==> config.mk <==
export PLATFORM = sky130hd
export DESIGN_NAME = ccsbd_decode
export DESIGN_NICKNAME = d
export VERILOG_FILES = /design/src/common/ccsbd_pkg.sv /design/src/rtl/ccsbd_cmp_flags.sv /design/src/rtl/ccsbd_decode.sv
export SDC_FILE = /design/constraint.sdc
export NUM_CORES = 1
export LEC_CHECK = 0
export BUFFER_PORTS_ARGS = -buffer_cell sky130_fd_sc_hd__buf_2
export CORE_MARGIN = 5
export CORE_UTILIZATION = 47
export CTS_BUF_LIST = sky130_fd_sc_hd__clkbuf_4 sky130_fd_sc_hd__clkbuf_8
export DETAILED_ROUTE_END_ITERATION = 8
export PLACE_DENSITY = 0.77
export SLEW_MARGIN = 0
export SYNTH_ARGS = -nofsm -noshare
export SYNTH_HDL_FRONTEND = slang
export SYNTH_SLANG_ARGS = --single-unit
export TNS_END_PERCENT = 10
==> constraint.sdc <==
create_clock -name sys_clk_in -period 3.4 [get_ports sys_clk_in]
set_input_delay 0.34 -clock sys_clk_in [delete_from_list [all_inputs] [get_ports sys_clk_in]]
set_output_delay 0.34 -clock sys_clk_in [all_outputs]
set_load 0.005 [all_outputs]
==> src/common/ccsbd_pkg.sv <==
// ccsbd_pkg: opcode patterns, field positions, status bit positions and
// cycle counts shared by the call/compare/skip/branch decode block.
// assumes 16-bit instruction words and an 8-bit status register.
package ccsbd_pkg;

  // instruction word and field widths
  localparam int IW  = 16;
  localparam int DW  = 8;
  localparam int RAW = 5;

  // opcode mask/pattern pairs, and the whole call opcode
  localparam logic [15:0] OPC_CALL   = 16'h9509;
  localparam logic [15:0] MSK_CSKP   = 16'hfc00;
  localparam logic [15:0] PAT_CSKP   = 16'h1000;
  localparam logic [15:0] MSK_CIMM   = 16'hf000;
  localparam logic [15:0] PAT_CIMM   = 16'h3000;
  localparam logic [15:0] MSK_RBIT   = 16'hfe08;
  localparam logic [15:0] PAT_RCLR   = 16'hfc00;
  localparam logic [15:0] PAT_RSET   = 16'hfe00;
  localparam logic [15:0] MSK_IOCLR  = 16'hff00;
  localparam logic [15:0] PAT_IOCLR  = 16'h9900;
  localparam logic [15:0] MSK_BRF    = 16'hfc00;
  localparam logic [15:0] PAT_BRF    = 16'hf000;

  // two-word instructions: direct load/store and absolute jump/call
  localparam logic [15:0] MSK_LDST2  = 16'hfc0f;
  localparam logic [15:0] PAT_LDST2  = 16'h9000;
  localparam logic [15:0] MSK_JMPC2  = 16'hfe0c;
  localparam logic [15:0] PAT_JMPC2  = 16'h940c;

  // field positions
  localparam int F_RD_LO   = 4;
  localparam int F_RD_HI   = 8;
  localparam int F_SRC_HI  = 9;
  localparam int F_BIT_HI  = 2;
  localparam int F_IO_LO   = 3;
  localparam int F_IO_HI   = 7;
  localparam int F_K7_LO   = 3;
  localparam int F_K7_HI   = 9;

  // status register bit positions
  localparam int SB_C = 0;
  localparam int SB_Z = 1;
  localparam int SB_N = 2;
  localparam int SB_V = 3;
  localparam int SB_H = 5;

  // cycle counts
  localparam logic [1:0] LAT_ONE    = 2'h1;
  localparam logic [1:0] LAT_SKIP1  = 2'h2;
  localparam logic [1:0] LAT_SKIP2  = 2'h3;
  localparam logic [1:0] LAT_BRANCH = 2'h2;
  localparam logic [1:0] LAT_CALL   = 2'h3;

  // pc increments
  localparam logic [15:0] PC_STEP   = 16'h0001;
  localparam logic [15:0] PC_SKIP1  = 16'h0002;
  localparam logic [15:0] PC_SKIP2  = 16'h0003;

  // reset values
  localparam logic [15:0] PC_RST    = 16'h0000;
  localparam logic [7:0]  STAT_RST  = 8'h00;

  // sequencer states, gray along idle -> exec
  typedef enum logic [1:0] {
    CCSBD_IDLE = 2'b00,
    CCSBD_EXEC = 2'b01
  } ccsbd_state_t;

endpackage : ccsbd_pkg

==> src/rtl/ccsbd_cmp_flags.sv <==
// ccsbd_cmp_flags: register minus immediate, result discarded, flags out.
// assumes operands are stable in the cycle they are presented.
`timescale 1ns/1ps
module ccsbd_cmp_flags
  import ccsbd_pkg::*;
(
  // operands
  input  wire logic [DW-1:0] dst_in,
  input  wire logic [DW-1:0] imm_in,
  // status in and merged status out
  input  wire logic [DW-1:0] status_in,
  output logic      [DW-1:0] status_out
);

  logic [DW-1:0] diff;
  logic          f_z;
  logic          f_n;
  logic          f_v;
  logic          f_c;
  logic          f_h;

  // subtract only; the difference never reaches the register file
  assign diff = dst_in - imm_in;
  assign f_z  = (diff == 8'h00);
  assign f_n  = diff[7];
  assign f_v  = (dst_in[7] & ~imm_in[7] & ~diff[7]) | (~dst_in[7] & imm_in[7] & diff[7]);
  assign f_c  = (~dst_in[7] & imm_in[7]) | (imm_in[7] & diff[7]) | (diff[7] & ~dst_in[7]);
  assign f_h  = (~dst_in[3] & imm_in[3]) | (imm_in[3] & diff[3]) | (diff[3] & ~dst_in[3]);

  // other status bits pass through untouched
  always_comb begin
    status_out       = status_in;
    status_out[SB_Z] = f_z;
    status_out[SB_N] = f_n;
    status_out[SB_V] = f_v;
    status_out[SB_C] = f_c;
    status_out[SB_H] = f_h;
  end

endmodule : ccsbd_cmp_flags

==> src/rtl/ccsbd_decode.sv <==
// ccsbd_decode: decode and execute for indirect call, compare-and-skip,
// compare with immediate, register/io bit skips and branch on status flag.
// assumes register file, io and status reads answer in the same cycle,
// and that fetch presents the word after the current one on next_word_in.
`timescale 1ns/1ps
module ccsbd_decode
  import ccsbd_pkg::*;
(
  // clock and reset
  input  wire logic            sys_clk_in,
  input  wire logic            sys_rst_in,
  // instruction from fetch
  input  wire logic            instr_valid_in,
  input  wire logic [IW-1:0]   instr_in,
  input  wire logic [IW-1:0]   next_word_in,
  input  wire logic [15:0]     pc_in,
  output logic                 ready_out,
  // register file read ports
  output logic      [RAW-1:0]  rd_addr_out,
  output logic      [RAW-1:0]  src_addr_out,
  input  wire logic [DW-1:0]   rd_data_in,
  input  wire logic [DW-1:0]   src_data_in,
  // io register read port
  output logic      [RAW-1:0]  io_addr_out,
  input  wire logic [DW-1:0]   io_data_in,
  // pointer register pair
  input  wire logic [15:0]     ptr_in,
  // status register
  input  wire logic [DW-1:0]   status_in,
  output logic      [DW-1:0]   status_out,
  output logic                 status_wr_out,
  // program counter and return address
  output logic                 done_out,
  output logic                 op_hit_out,
  output logic                 pc_load_out,
  output logic      [15:0]     pc_next_out,
  output logic                 ret_push_out,
  output logic      [15:0]     ret_addr_out
);

  // mask/pattern match, used for every opcode group but the call, which compares the whole word
  function automatic logic op_match(input logic [15:0] w, input logic [15:0] m,
                                    input logic [15:0] p);
    op_match = ((w & m) == p);
  endfunction : op_match

  // the word that a skip passes over may be one or two words long
  function automatic logic two_word(input logic [15:0] w);
    two_word = op_match(w, MSK_LDST2, PAT_LDST2) | op_match(w, MSK_JMPC2, PAT_JMPC2);
  endfunction : two_word

  ccsbd_state_t  state_r;
  ccsbd_state_t  state_nxt;
  logic [1:0]    cnt_r;
  logic [1:0]    cnt_nxt;
  logic          done_r;
  logic          done_nxt;
  logic          hit_r;
  logic [15:0]   pc_next_r;
  logic [15:0]   ret_addr_r;
  logic [DW-1:0] status_r;
  logic          st_wr_r;
  logic          push_r;

  // opcode group decode
  wire is_call  = (instr_in == OPC_CALL);
  wire is_cskp  = op_match(instr_in, MSK_CSKP, PAT_CSKP);
  wire is_cimm  = op_match(instr_in, MSK_CIMM, PAT_CIMM);
  wire is_rclr  = op_match(instr_in, MSK_RBIT, PAT_RCLR);
  wire is_rset  = op_match(instr_in, MSK_RBIT, PAT_RSET);
  wire is_ioclr = op_match(instr_in, MSK_IOCLR, PAT_IOCLR);
  wire is_brf   = op_match(instr_in, MSK_BRF, PAT_BRF);
  wire is_skip  = is_cskp | is_rclr | is_rset | is_ioclr;
  wire is_any   = is_call | is_cskp | is_cimm | is_skip | is_brf;

  // operand fields
  wire [2:0]    bit_sel  = instr_in[F_BIT_HI:0];
  wire [6:0]    br_off7  = instr_in[F_K7_HI:F_K7_LO];
  wire [DW-1:0] imm_k    = {instr_in[11:8], instr_in[3:0]};
  wire          take     = instr_valid_in & ready_out;

  // register addressing; the immediate compare only reaches the upper half
  assign rd_addr_out  = is_cimm ? {1'b1, instr_in[7:4]} : instr_in[F_RD_HI:F_RD_LO];
  assign src_addr_out = {instr_in[F_SRC_HI], instr_in[3:0]};
  assign io_addr_out  = instr_in[F_IO_HI:F_IO_LO];

  // skip conditions
  wire reg_bit   = rd_data_in[bit_sel];
  wire io_bit    = io_data_in[bit_sel];
  wire cskp_hit  = is_cskp & (rd_data_in == src_data_in);
  wire rclr_hit  = is_rclr & ~reg_bit;
  wire rset_hit  = is_rset & reg_bit;
  wire ioclr_hit = is_ioclr & ~io_bit;
  wire skip_hit  = cskp_hit | rclr_hit | rset_hit | ioclr_hit;
  wire skip_two  = two_word(next_word_in);

  // branch condition and target
  wire          br_taken  = is_brf & status_in[bit_sel];
  wire [15:0]   br_off    = {{9{br_off7[6]}}, br_off7};
  wire [15:0]   br_target = pc_in + br_off + PC_STEP;
  wire [15:0]   pc_seq    = pc_in + PC_STEP;

  // skip distance: 2 over a one-word, 3 over a two-word instruction
  wire [15:0]   skip_pc   = pc_in + (skip_two ? PC_SKIP2 : PC_SKIP1);
  wire [1:0]    skip_lat  = skip_two ? LAT_SKIP2 : LAT_SKIP1;

  // flags from the immediate compare
  logic [DW-1:0] cimm_status;

  ccsbd_cmp_flags u_cmp (
    .dst_in     (rd_data_in),
    .imm_in     (imm_k),
    .status_in  (status_in),
    .status_out (cimm_status)
  );

  // next pc selection, priority by opcode group
  logic [15:0] pc_sel;
  always_comb begin
    if (is_call) begin
      pc_sel = ptr_in;
    end else if (is_skip & skip_hit) begin
      pc_sel = skip_pc;
    end else if (br_taken) begin
      pc_sel = br_target;
    end else begin
      pc_sel = pc_seq;
    end
  end

  // cycle count of the instruction taken this cycle
  logic [1:0] lat_sel;
  always_comb begin
    if (is_call) begin
      lat_sel = LAT_CALL;
    end else if (is_skip & skip_hit) begin
      lat_sel = skip_lat;
    end else if (br_taken) begin
      lat_sel = LAT_BRANCH;
    end else begin
      lat_sel = LAT_ONE;
    end
  end

  // sequencer: idle takes an instruction, exec counts out the extra cycles
  always_comb begin
    state_nxt = state_r;
    cnt_nxt   = cnt_r;
    done_nxt  = 1'b0;
    case (state_r)
      CCSBD_IDLE: begin
        if (take) begin
          if (lat_sel == LAT_ONE) begin
            done_nxt = 1'b1;
          end else begin
            state_nxt = CCSBD_EXEC;
            cnt_nxt   = lat_sel - 2'h2;
          end
        end
      end
      CCSBD_EXEC: begin
        if (cnt_r == 2'h0) begin
          state_nxt = CCSBD_IDLE;
          done_nxt  = 1'b1;
        end else begin
          cnt_nxt = cnt_r - 2'h1;
        end
      end
      default: begin
        state_nxt = CCSBD_IDLE;
      end
    endcase
  end

  // sequencer registers
  always_ff @(posedge sys_clk_in) begin
    if (sys_rst_in) begin
      state_r <= CCSBD_IDLE;
      cnt_r   <= 2'h0;
      done_r  <= 1'b0;
    end else begin
      state_r <= state_nxt;
      cnt_r   <= cnt_nxt;
      done_r  <= done_nxt;
    end
  end

  // results captured when the instruction is taken, held until the next
  always_ff @(posedge sys_clk_in) begin
    if (sys_rst_in) begin
      pc_next_r  <= PC_RST;
      ret_addr_r <= PC_RST;
      status_r   <= STAT_RST;
      st_wr_r    <= 1'b0;
      push_r     <= 1'b0;
      hit_r      <= 1'b0;
    end else if (take) begin
      pc_next_r  <= pc_sel;
      ret_addr_r <= pc_seq;
      status_r   <= is_cimm ? cimm_status : status_in;
      st_wr_r    <= is_cimm;
      push_r     <= is_call;
      hit_r      <= is_any;
    end
  end

  // side effects fire only in the completion cycle; only the compare writes flags
  assign ready_out     = (state_r == CCSBD_IDLE);
  assign done_out      = done_r;
  assign op_hit_out    = hit_r;
  assign pc_load_out   = done_r & hit_r;
  assign pc_next_out   = pc_next_r;
  assign status_out    = status_r;
  assign status_wr_out = done_r & st_wr_r;
  assign ret_push_out  = done_r & push_r;
  assign ret_addr_out  = ret_addr_r;

endmodule : ccsbd_decode

Word-level counts from Yosys, hierarchy flattened
Cells that the tools add are included.

Eq/ne operators: 16. Muxes and demuxes: 28. Add/subtract/negate cells: 7. Magnitude comparators: 1. Reductions and logical operators: 6. Bitwise gates (word level): 41.

Operator list (count): 16-bit 2-to-1 mux (3); 16-bit by 1-bit adder with 16-bit output (second input constant) (2); 8-bit equality test (second input constant) (3); 1-bit bitwise AND (19); 2-bit 2-to-1 mux (9); 16-bit adder (1); 16-bit by 2-bit adder with 16-bit output (1); 16-bit equality test (second input constant) (1); 1-bit bitwise OR (16); 10-bit equality test (second input constant) (1); 1-bit binary-select mux with 3-bit select (3); 9-bit equality test (second input constant) (1); 8-bit equality test (1); 8-bit zero test (1); 1-bit 2-to-1 mux (8); 2-bit one-hot mux with 2 select lines (2); 8-bit subtractor (1); 6-bit by 3-bit equality test with 1-bit output (second input constant) (1); 6-bit equality test (second input constant) (1); 6-bit 2-to-1 mux (1); 2-bit inequality test (second input constant) (3); 1-bit inverter (6); 5-bit 2-to-1 mux (1); 2-bit by 1-bit equality test with 1-bit output (second input constant) (2); other kinds (10) (11).

Word-level logic and storage cells: 108. Input port bits: 99. Bits in registers: 48. Output and inout bits: 61.

Logic depth before layout (Yosys ltp)
Depth in word-level cells: 14. Mapped depth: 14. Depth with buffers taken out: 14.

By module
A second synthesis with hierarchy kept.

Cell total of the unflattened synthesis: 557. Area total of the unflattened synthesis: 4471.8 um^2.

By module, submodules not included: ccsbd_decode (cells an instance 496, seq. area each 940.9 um^2, area an instance 4002.6 um^2, times used 1); ccsbd_cmp_flags (cells an instance 61, seq. area each 0.0 um^2, area an instance 469.2 um^2, times used 1).

Least setup slack after synthesis
Ideal clock, no wire load.

Path type: input -> register. Start point: input instr_in[1]. End point: register status_r[1] (netlist: status_out[1]). Arrival: 3.154 ns. Setup time: 0.086 ns. Data required time: 3.314 ns. Cell stages on the path: 13. Path slack: 0.160 ns. Cell sequence: inv_1 -> ha_1 -> a21oi_1 -> o21ai_0 -> a21oi_1 -> o21bai_1 -> a21o_1 -> a21o_1 -> fa_1 -> or4b_2 -> nor4_1 -> a32oi_1 -> a211oi_1.

Word-level cells in the longest chain between the ends: 3.

Ends and longest elaborated chain: start, declared (RTL line ccsbd_decode.sv:14) `input wire logic [IW-1:0] instr_in,`; 8-bit subtractor (RTL line ccsbd_cmp_flags.sv:23) `assign diff = dst_in - imm_in;`; 8-bit zero test (RTL line ccsbd_cmp_flags.sv:24) `assign f_z = (diff == 8'h00);`; 6-bit 2-to-1 mux (RTL line ccsbd_decode.sv:200) `status_r <= is_cimm ? cimm_status : status_in;`; end signal, assigned (RTL line ccsbd_decode.sv:200); end, declared (RTL line ccsbd_decode.sv:61) `logic [DW-1:0] status_r;`.

No other way between the ends. A chain may end at the register's enable or synchronous reset.

Worst setup path after layout
Ends and elaborated chain as after synthesis.

==> qor.csv <==
metric;value;unit
status;complete, no violations;
M3 GR Usage;4.58;%
DR DRC count;0;
initial antenna violation count;0;
peak supply drop;0.000236;V
Site Rows;34;
final wirelength;13600;um
Hold Path Stages;2;
Post-CTS Setup Repair Bufs;0;
YS warnings;0;
setup TNS;0;ns
leading cell types by count after synthesis;nor2_1 (59), nand2_1 (53), dfxtp_1 (47);
Power Density;312;nW/um2
largest net degree at the start of global routing;51;
post-synthesis sequential area ratio;22.1;%
GRT busiest layer;met2;
Bufs on Longest Clock Path;2;
num ports;160;
Final Hold Vio Count;0;
clock sink count;47;
Vias;4653;
core area;8760;um2
Initial Util;48.6;%
drt first pass iters;5;
maximum clock rate;310;MHz
EDFF count, synth;0;
register area;941;um2
Power Total;0.00162;W
top cell type's share of synthesized area;22.1;%
Max Slew Vio Count;0;
slowest stage delay, CP;0.66;ns
Register-to-Register Path Depth;5;
gpl congestion;0.924;
CP max-delay cell;or4b_2;
CP required;3.60;ns
Avg Vias per Cell;5.95;
Cell Chain, Critical Path;buf_2 -> inv_1 -> ha_1 -> a21oi_1 -> o21ai_1 -> a21oi_1 -> o21bai_1 -> a21o_1 -> a21o_1 -> fa_1 -> or4b_2 -> nor4_2 -> a32oi_1 -> a211oi_1;
grt met2 use;38.0;%
r2r setup slk;1.50;ns
Die Span Y;105;um
async set or reset register ratio after synthesis;0;%
layout cell share with drive strength beyond 1;28.6;%
R2R Path Start;state_r[0];
Clock Pin Slew Worst Setup and Hold Paths;0.09;ns
first-pass GRT wire length;21900;um
Die Wd;105;um
GR Util All Layers;23.3;%
Worst R2R End;pc_next_out[15];
Avg Inst Size Synth;7.91;um2
CTS Buf Count;5;
vias in the first global route;4521;
wire per inst;17.4;um
Antenna Cells;0;
clk_skew;0.00464;ns
Hold Path End;pc_next_out[2];
total congestion overflow;0;
clock root cell;clkbuf_8;
GR Util met1;31.4;%
post-layout minimum cycle time;3.23;ns
crit path DAT;3.43;ns
#FFs+latches synth;47;
area of the multi-input gates;3000;um2
worst slew pin tran;0.906;ns
Crit Path Max Fanout;2;
Primary FF master, synth;dfxtp_1;
CTS tree;yes;
Synth Cell Area;4260;um2
Final period util;94.9;%
starting DRC count in detailed routing;471;
RSZ-0062 raised after global routing;false;
DRT antenna net count;0;
crit end category;flop;
Hold Path Origin;ptr_in[2];
filler instances;808;
fin nets;804;
die area;11100;um2
CP Launch Type;input port;
P_leak;2.41;nW
Area growth syn-to-layout;21.6;%
cell with the most instances after synthesis;nor2_1;
Final Setup Violations;0;
Synth cell types;70;
Post-Synthesis Cells;539;
H-tree levels;2;
largest cells by area after synthesis;dfxtp_1 (22%), ha_1 (8.2%), xor2_1 (6.8%);
Rel. slew slack;39.6;%
Port Buffers;154;
clk_lat worst skew;0.29;ns
DP HPWL;11000;um
MaxCap Viol Count;0;
worst setup path class;input port to flop;
Min-Delay Path Class;input port to flop;
Mapped Nets;670;
cell taking the most area after synthesis;dfxtp_1;
[flip-flops by register name, indices dropped and copies added, names as in the netlist]
| signal | cells |
|---|---|
| done_out | 1 |
| cnt_r | 2 |
| pc_next_out | 16 |
| ret_addr_out | 16 |
| push_r | 1 |
| status_out | 8 |
| state_r | 1 |
| op_hit_out | 1 |
| st_wr_r | 1 |
[timing repair]
item                                    in CTS  in global routing
gates resized for setup                      0                  2
endpoints found under the setup margin       0                  1
hold buffers                                 0                  0
[report_power, final]
group	switching (W)	total, W	internal [W]
Sequential	0.0000192	0.000606	0.000587
Combinational	0.000291	0.000525	0.000234
Clock	0.000186	0.000487	0.000302
Total	0.000496	0.00162	0.00112
[kinds of logic (layout without fill, tap and decap cells)]
family | count (synthesis) | in the layout | share of synthesized area (%)
buffers and inverters | 66 | 201 | 7.90
xor gates and xnor gates | 49 | 49 | 10.1
DFF | 47 | 47 | 22.1
adders and majority gates | 32 | 32 | 10.1
and+or+nand+nor | 196 | 196 | 22.4
AOI/OAI and AO/OA | 133 | 133 | 21.6
muxes | 16 | 16 | 5.81
[layer usage]
layer | part of all wire (%) | routed length, um | vias up
met5 | 0 | 0 | -
met4 | 2.2 | 293 | 0
met3 | 8.7 | 1180 | 30
met2 | 47 | 6330 | 256
met1 | 43 | 5770 | 2138
li1 | - | - | 2229
[worst max-delay path: cells and delay by family]
family,cells,cell delay [ns]
fa+ha+maj,2,0.72
buf+inv,2,0.14
simple gates,2,0.82
compound gates,8,1.41
[cell type report]
type	count	share of cell area, %
multi-input combinational	426	57.8
tap	108	2.61
inverter	24	1.74
clock inverter	2	1.16
clock buffer	6	1.47
timing repair buffer	169	17.0
sequential	47	18.2
[worst max-delay path by stage]
stage | start | to | slack (ns) | cells past startpoint
after global placement | instr_in[1] | status_out[1] | 0.03 | 14
after floorplan | instr_in[1] | status_out[1] | 0.16 | 13
after detailed placement | instr_in[2] | status_out[1] | -0.15 | 14
after CTS | instr_in[2] | status_out[1] | 0.09 | 14
after global routing | instr_in[1] | status_out[1] | 0.03 | 14
final | instr_in[1] | status_out[1] | 0.17 | 14
[placed cells by master (no fill, tap or decap), types with 10 or more instances in the layout]
cell / synthesis / layout
a211oi_1: 27 / 27
a21oi_1: 31 / 31
buf_2: 2 / 154
buf_4: 15 / 15
dfxtp_1: 47 / 47
ha_1: 28 / 28
inv_1: 24 / 24
nand2_1: 53 / 53
nand3_1: 14 / 14
nor2_1: 59 / 59
nor3_1: 15 / 15
nor4_1: 11 / 10
o21ai_0: 19 / 18
xnor2_1: 16 / 16
xor2_1: 33 / 33
[metrics by stage]
stage / util, % / hold WS, ns / cell area [um2] / setup slack (ns) / std cells
2_1_floorplan: - / 0.427 / 4260 / 0.160 / 539
3_3_place_gp: 57.5 / 0.434 / 5040 / 0.0340 / 774
3_5_place_dp: 57.5 / 0.455 / 5040 / -0.145 / 774
4_1_cts: 59.1 / 0.292 / 5180 / 0.0874 / 782
5_1_grt: 59.2 / 0.294 / 5180 / 0.0332 / 782
6_report: 59.2 / 0.296 / 5180 / 0.175 / 782
Note: power is estimated with default switching activity, not from simulation.
